`src/hdl/event_select_pkg.sv`:
```
// Constants for the DMA event channel selector.
package event_select_pkg;

    // ------------------------------------------------------------------
    // Register map
    // ------------------------------------------------------------------
    localparam logic [31:0] SEL_CH0_3_ADDR   = 32'h01A0FF00;
    localparam logic [31:0] SEL_CH4_7_ADDR   = 32'h01A0FF04;
    localparam logic [31:0] SEL_CH12_15_ADDR = 32'h01A0FF0C;

    // ------------------------------------------------------------------
    // Field layout
    // ------------------------------------------------------------------
    localparam int CHANNELS    = 16;
    localparam int CODE_W      = 6;
    localparam int FIELD_PITCH = 8;
    localparam int FIELDS      = 4;
    localparam int CHAIN_FIRST = 8;
    localparam int CHAIN_LAST  = 11;
    localparam int CHAIN_N     = 4;
    localparam int SRC_N       = 64;

    // ------------------------------------------------------------------
    // Selector codes
    // ------------------------------------------------------------------
    localparam logic [5:0] CODE_TIMER0   = 6'h01;
    localparam logic [5:0] CODE_TIMER1   = 6'h02;
    localparam logic [5:0] CODE_REFRESH  = 6'h03;
    localparam logic [5:0] CODE_GPIO4    = 6'h04;
    localparam logic [5:0] CODE_GPIO5    = 6'h05;
    localparam logic [5:0] CODE_GPIO6    = 6'h06;
    localparam logic [5:0] CODE_GPIO7    = 6'h07;
    localparam logic [5:0] CODE_GPIO2    = 6'h0A;
    localparam logic [5:0] CODE_SER0_TX  = 6'h0C;
    localparam logic [5:0] CODE_SER0_RX  = 6'h0D;
    localparam logic [5:0] CODE_SER1_TX  = 6'h0E;
    localparam logic [5:0] CODE_SER1_RX  = 6'h0F;

    // ------------------------------------------------------------------
    // Reset values of the three selector registers
    // ------------------------------------------------------------------
    localparam logic [31:0] SEL_CH0_3_RST   = 32'h03020100;
    localparam logic [31:0] SEL_CH4_7_RST   = 32'h07060504;
    localparam logic [31:0] SEL_CH12_15_RST = 32'h0F0E0D0C;

    // Bits of each register that hold selector fields.
    localparam logic [31:0] FIELD_MASK = 32'h3F3F3F3F;

endpackage : event_select_pkg

```
`src/hdl/dma_event_channel_selector.sv`:
```
// Routes peripheral events onto DMA channel trigger inputs.
// How it works
// Sixteen channel triggers; 8 to 11 follow the chaining codes only.
// Selector registers sit at 0x01A0FF00, 0x01A0FF04 and 0x01A0FF0C.
// Each remappable trigger follows the event whose code is loaded.
// Fields sit at [5:0],[13:8],[21:16],[29:24], lowest channel low.
// Codes map to timers, refresh, GPIO 4-7 and 2, serial tx/rx.
// Reserved codes, zero, 0x08, 0x09, 0x0B or 0x10 and above, give no event.
// Bits 31:30, 23:22, 15:14 and 7:6 read as zero and ignore writes.
// Channels 0 to 7 reset to codes equal to their channel number.
// Channels 12 to 15 reset to codes 0x0C through 0x0F.
// GPIO events 4 to 7 come from the GPIO block's pins 4 to 7.
//
// Design decision made here: the Wishbone register port.
`timescale 1ns/10ps
module dma_event_channel_selector (
    input  wire logic                 clk_i,
    input  wire logic                 rst_i,
    input  wire logic                 cyc_i,
    input  wire logic                 stb_i,
    input  wire logic                 we_i,
    input  wire logic [31:0]          adr_i,
    input  wire logic [3:0]           sel_i,
    input  wire logic [31:0]          dat_i,
    output logic      [31:0]          dat_o,
    output logic                      ack_o,
    output logic                      err_o,
    input  wire logic                 timer_zero_event_i,
    input  wire logic                 timer_one_event_i,
    input  wire logic                 memory_refresh_event_i,
    input  wire logic [3:0]           gpio_pin_event_i,
    input  wire logic                 gpio_pin_event_two_i,
    input  wire logic                 serial0_tx_event_i,
    input  wire logic                 serial0_rx_event_i,
    input  wire logic                 serial1_tx_event_i,
    input  wire logic                 serial1_rx_event_i,
    input  wire logic [event_select_pkg::CHAIN_N-1:0]
                                      chain_completion_code_i,
    output logic [event_select_pkg::CHANNELS-1:0]
                                      channel_trigger_o
);
    import event_select_pkg::*;

    // ------------------------------------------------------------------
    // Register storage and bus decode
    // ------------------------------------------------------------------
    logic [31:0] sel_q [3];
    logic [31:0] sel_d [3];
    logic [31:0] rd_d;
    logic        ack_q;
    logic        err_q;
    logic [31:0] dat_q;
    logic [31:0] lane_mask;
    wire         req      = cyc_i && stb_i && !ack_q && !err_q;
    wire         hit0     = (adr_i == SEL_CH0_3_ADDR);
    wire         hit1     = (adr_i == SEL_CH4_7_ADDR);
    wire         hit3     = (adr_i == SEL_CH12_15_ADDR);
    wire         hit_any  = hit0 || hit1 || hit3;
    wire [2:0]   hit_vec  = {hit3, hit1, hit0};

    // Byte enables widen to a bit mask; reserved bits never take data.
    assign lane_mask = {{8{sel_i[3]}}, {8{sel_i[2]}},
                        {8{sel_i[1]}}, {8{sel_i[0]}}} & FIELD_MASK;

    // Next register values: only the addressed word changes, and only
    // in its field bits under the enabled byte lanes.
    genvar r;
    generate
        for (r = 0; r < 3; r++) begin : g_reg
            assign sel_d[r] = (req && we_i && hit_vec[r])
                ? ((sel_q[r] & ~lane_mask) | (dat_i & lane_mask))
                : sel_q[r];
        end
    endgenerate

    // Read mux; the storage never holds reserved bits so they read zero.
    assign rd_d = hit0 ? sel_q[0] : hit1 ? sel_q[1] :
                  hit3 ? sel_q[2] : 32'h00000000;

    // Registers load their default codes on reset.
    always_ff @(posedge clk_i) begin
        if (rst_i) begin
            sel_q[0] <= SEL_CH0_3_RST;
            sel_q[1] <= SEL_CH4_7_RST;
            sel_q[2] <= SEL_CH12_15_RST;
        end else begin
            sel_q[0] <= sel_d[0];
            sel_q[1] <= sel_d[1];
            sel_q[2] <= sel_d[2];
        end
    end

    // Bus answer one cycle after the request; unmapped addresses err.
    // The gap at 0x01A0FF08 errs too, since no register lives there.
    always_ff @(posedge clk_i) begin
        if (rst_i) begin
            ack_q <= 1'b0;
            err_q <= 1'b0;
            dat_q <= 32'h00000000;
        end else begin
            ack_q <= req && hit_any;
            err_q <= req && !hit_any;
            dat_q <= (req && !we_i) ? rd_d : 32'h00000000;
        end
    end

    assign ack_o = ack_q;
    assign err_o = err_q;
    assign dat_o = dat_q;

    // ------------------------------------------------------------------
    // Event source table indexed by selector code
    // ------------------------------------------------------------------
    logic [SRC_N-1:0] src_vec;
    always_comb begin
        src_vec = '0;
        src_vec[CODE_TIMER0]  = timer_zero_event_i;
        src_vec[CODE_TIMER1]  = timer_one_event_i;
        src_vec[CODE_REFRESH] = memory_refresh_event_i;
        src_vec[CODE_GPIO4]   = gpio_pin_event_i[0];
        src_vec[CODE_GPIO5]   = gpio_pin_event_i[1];
        src_vec[CODE_GPIO6]   = gpio_pin_event_i[2];
        src_vec[CODE_GPIO7]   = gpio_pin_event_i[3];
        src_vec[CODE_GPIO2]   = gpio_pin_event_two_i;
        src_vec[CODE_SER0_TX] = serial0_tx_event_i;
        src_vec[CODE_SER0_RX] = serial0_rx_event_i;
        src_vec[CODE_SER1_TX] = serial1_tx_event_i;
        src_vec[CODE_SER1_RX] = serial1_rx_event_i;
    end

    // ------------------------------------------------------------------
    // Per-channel routing
    // ------------------------------------------------------------------
    // Sources are same-clock logic, so they are not synchronised; the
    // trigger is registered so each output comes from a flop, adding
    // one cycle of latency to every event.
    logic [CHANNELS-1:0] trig_d;
    logic [CHANNELS-1:0] trig_q;
    genvar c;
    generate
        for (c = 0; c < CHANNELS; c++) begin : g_chan
            if (c >= CHAIN_FIRST && c <= CHAIN_LAST) begin : g_chain
                assign trig_d[c] =
                    chain_completion_code_i[c-CHAIN_FIRST];
            end else begin : g_map
                localparam int REG = (c < CHAIN_FIRST) ? c / FIELDS : 2;
                localparam int LO  = (c % FIELDS) * FIELD_PITCH;
                wire [CODE_W-1:0] code =
                    sel_q[REG][LO +: CODE_W];
                assign trig_d[c] = src_vec[code];
            end
        end
    endgenerate

    always_ff @(posedge clk_i) begin
        if (rst_i) begin
            trig_q <= '0;
        end else begin
            trig_q <= trig_d;
        end
    end

    assign channel_trigger_o = trig_q;

endmodule : dma_event_channel_selector

```
`config.mk`:
```
export PLATFORM = sky130hd
export DESIGN_NAME = dma_event_channel_selector
export DESIGN_NICKNAME = d
export VERILOG_FILES = /design/src/hdl/event_select_pkg.sv /design/src/hdl/dma_event_channel_selector.sv
export SDC_FILE = /design/constraint.sdc
export NUM_CORES = 1
export LEC_CHECK = 0
export BUFFER_PORTS_ARGS = -buffer_cell sky130_fd_sc_hd__buf_2
export CAP_MARGIN = 15
export CORE_UTILIZATION = 30
export DETAILED_ROUTE_END_ITERATION = 12
export PLACE_DENSITY_LB_ADDON = 0.2
export RECOVER_POWER = 100
export SYNTH_ARGS = -nofsm -noshare
export SYNTH_HDL_FRONTEND = slang
export SYNTH_SLANG_ARGS = --single-unit
```
`constraint.sdc`:
```
create_clock -name clk_i -period 2.9 [get_ports clk_i]
set_clock_uncertainty 0.2 [all_clocks]
set_input_delay 0.29 -clock clk_i [delete_from_list [all_inputs] [get_ports clk_i]]
set_output_delay 0.29 -clock clk_i [all_outputs]
set_load 0.01 [all_outputs]
```
==> flow_metrics.tcl <==
set metrics [dict create \
    status "finished clean" \
    ios 139 \
    floorplan.initialDensity_pct 31.1 \
    drt-wirelength-per-cell_um 17.4 \
    coreArea_um2 19700 \
    wl_mm 17.5 \
    fillers 2000 \
    cts_made_buffers 17 \
    worst_slack_ns 0.361 \
    cp_max_fo 17 \
    hold_class "primary input to flip-flop" \
    placed_cells_incl_taps 950 \
    netlist_instances 608 \
    slew_headroom_pct 51.3 \
    synth_area_leaders "dfxtp_1 37%, mux2i_1 19%, mux4_2 8.8%, nand2b_1 7.2%, mux2_2 4.4%" \
    drt_first_pass_iters 4 \
    row_count 51 \
    met1Wirelength_mm 8.22 \
    max_stage_delay_ns 0.51 \
    synth_top_cell_by_area "dfxtp_1" \
    die_area_um2 21000 \
    drc 0 \
    holdWs_ns 0.00851 \
    die_h_um 145 \
    dr_wl_met2_mm 8.24 \
    finalSetupViolCount 0 \
    period_minus_slack_ns 2.54 \
    holdCritStartpoint "dat_i[29]" \
    reg2reg_depth 6 \
    gp_congestion 0.806 \
    root_buffer "clkbuf_16" \
    grt_pass1_wl_mm 27.2 \
    syn_to_final_growth_pct 24.1 \
    r2r-start "ack_o$_SDFF_PP0_" \
    hpwlAfterDp_mm 12.0 \
    drv_slew 0 \
    nets 818 \
    grt_max_degree 121 \
    yosys_warnings 0 \
    track_usage_pct 17.4 \
    cts_num_sinks 114 \
    port_buffers 122 \
    vias_per_cell 4.94 \
    seq_area_um2 2280 \
    yosysTopAreaCellShare_pct 37.3 \
    top_layer "met4" \
    p_leak_uw 0.00320 \
    path_buf_inv 3 \
    h-tree-depth 4 \
    p_per_area_nw_per_um2 511 \
    crit_path_start_kind "primary input" \
    clk_latency_ns 0.41 \
    post-route-util_pct 38.6 \
    dr_wl_met3_um 837 \
    drive_gt1_share_pct 22.4 \
    ff2ff_setup_slack_ns 0.62 \
    vias 4965 \
    vdd_ir_drop_max_v 0.000345 \
    end_kind "flip-flop" \
    syn_area_per_cell_um2 10.1 \
    critPathKind "primary input to flip-flop" \
    fin_cells 1006 \
    path_clk_slew_ns 0.05 \
    post-route-period-util_pct 87.6 \
    syn_area_um2 6120 \
    holdPathStages 3 \
    cts_tree "built" \
    synth.distinct_cells 30 \
    multi_input_area_um2 3500 \
    cpMostUsedCell "or4_1" \
    pre_cts_slack_ns -0.00605 \
    crit_path_cell_trace "buf_2 > or4_1 > or4_1 > buf_4 > or4_1 > clkbuf_1 > mux2i_1" \
    yosysSeqAreaShare_pct 37.3 \
    crit_slowest_cell "or4_1" \
    critPathTopFamily "simple AND/OR/NAND/NOR gates" \
    tns_ns 0 \
    grt-ovfl-total 0 \
    antenna_cells 0 \
    hold_viol 0 \
    grt_pass1_vias 4896 \
    drt-initial-drc-count 353 \
    fmax_mhz 394 \
    cp.required_ns 2.97 \
    synth-seq-cells 114 \
    cts_max_path_buffers 2 \
    worst_pin_slew_ns 0.731 \
    cts-resized-gates 0 \
    ant_nets 0 \
    rsz0062_at_grt "false" \
    maxCapViolCount 0 \
    crit_arrival_ns 2.61 \
    die_x_um 145 \
    antenna_found_initial 0 \
]
[kinds of logic after synthesis]
group                  Yosys count  share of synthesized area, %
AOI/OAI and AO/OA               39                          4.29
buffers and inverters           73                          5.27
DFF                            114                          37.3
muxes                          165                          32.4
other                            1                        0.0612
and+or+nand+nor                216                          20.8
[how the worst max path moves through the flow]
| stage | to | startpoint | slack [ns] | cells past startpoint |
|---|---|---|---|---|
| after floorplan | flip-flop | adr_i[7] | 0.25 | 7 |
| after detailed placement | flip-flop | adr_i[7] | -0.006 | 6 |
| after global placement | flip-flop | adr_i[7] | 0.01 | 6 |
| after CTS | flip-flop | adr_i[7] | 0.43 | 6 |
| after global routing | dat_o[25]$_SDFF_PP0_ | adr_i[7] | 0.22 | 7 |
| final | flip-flop | adr_i[7] | 0.36 | 7 |
[per-layer routing]
metal  track usage (%)  vias up
met5                 0        -
met4              5.48        0
li1                  -     2389
met2              28.6      145
met1              22.6     2412
met3              4.01       19
[stage by stage]
step | total power [µW] | area [µm²]
after floorplan | 1800 | 6150
after global placement | 1920 | 6940
after detailed placement | 1920 | 6940
after CTS | 3940 | 7750
after global routing | 4020 | 7600
final | 3890 | 7600
[power by group]
| group | total (µW) | switching [µW] | internal [µW] |
|---|---|---|---|
| Combinational | 330 | 174 | 155 |
| Clock | 1970 | 693 | 1280 |
| Sequential | 1580 | 3.04 | 1580 |
| Total | 3890 | 871 | 3010 |
[synth_stat cells]
| cell | instances |
|---|---|
| nand3_1 | 13 |
| nor2_1 | 62 |
| nor4bb_1 | 1 |
| buf_1 | 9 |
| nand2b_1 | 70 |
| buf_4 | 8 |
| or4_4 | 1 |
| nor4_4 | 4 |
| mux2i_1 | 117 |
| nor3_1 | 4 |
| clkbuf_1 | 51 |
| o31ai_1 | 3 |
| buf_2 | 3 |
| or4_1 | 10 |
| conb_1 | 1 |
| o21ai_0 | 9 |
| dfxtp_1 | 114 |
| a22oi_1 | 24 |
| nor4_1 | 4 |
| or2_2 | 1 |
| buf_6 | 2 |
| mux2_2 | 24 |
| nor2b_1 | 14 |
| nand4_1 | 1 |
| nand4b_1 | 2 |
| nor3b_1 | 6 |
| nand2_1 | 11 |
| mux4_2 | 24 |
| a21oi_1 | 3 |
| nor4b_1 | 12 |
[what timing repair did]
| action | in CTS | in global routing |
|---|---|---|
| hold buffers | 25 | 0 |
| hold endpoints to repair | 55 | 0 |
| setup buffers | 0 | 0 |
[placed cells by master (no fill, tap or decap), types with 4 or more instances in the layout]
cell / instances
clkbuf_1: 58
nor2_1: 62
a22oi_1: 24
nor3_1: 4
nor4_1: 7
buf_2: 80
or4_1: 11
mux2i_1: 117
clkbuf_8: 5
nand3_1: 13
o21ai_0: 9
conb_1: 8
dlygate4sd3_1: 25
mux4_2: 24
nor2b_1: 14
clkbuf_16: 17
mux2_2: 24
buf_4: 8
nor4b_1: 12
clkinv_2: 4
nor3b_1: 6
dfxtp_1: 114
nand2_1: 11
nand2b_1: 70
[tightest hold or removal path: cells and delay by family]
family	cells	cell delay [ns]
buffers and inverters	1	0.08
AND/OR/NAND/NOR	1	0.09
multiplexers	1	0.12
[layout make-up]
type                       instances  area share (%)
clock buffer                      26            6.70
tap                              265            4.36
clock inverter                     5           0.658
timing repair buffer             168            12.3
sequential                       114            30.0
multi-input combinational        428            46.0
Power figures use the tool's default switching activity.
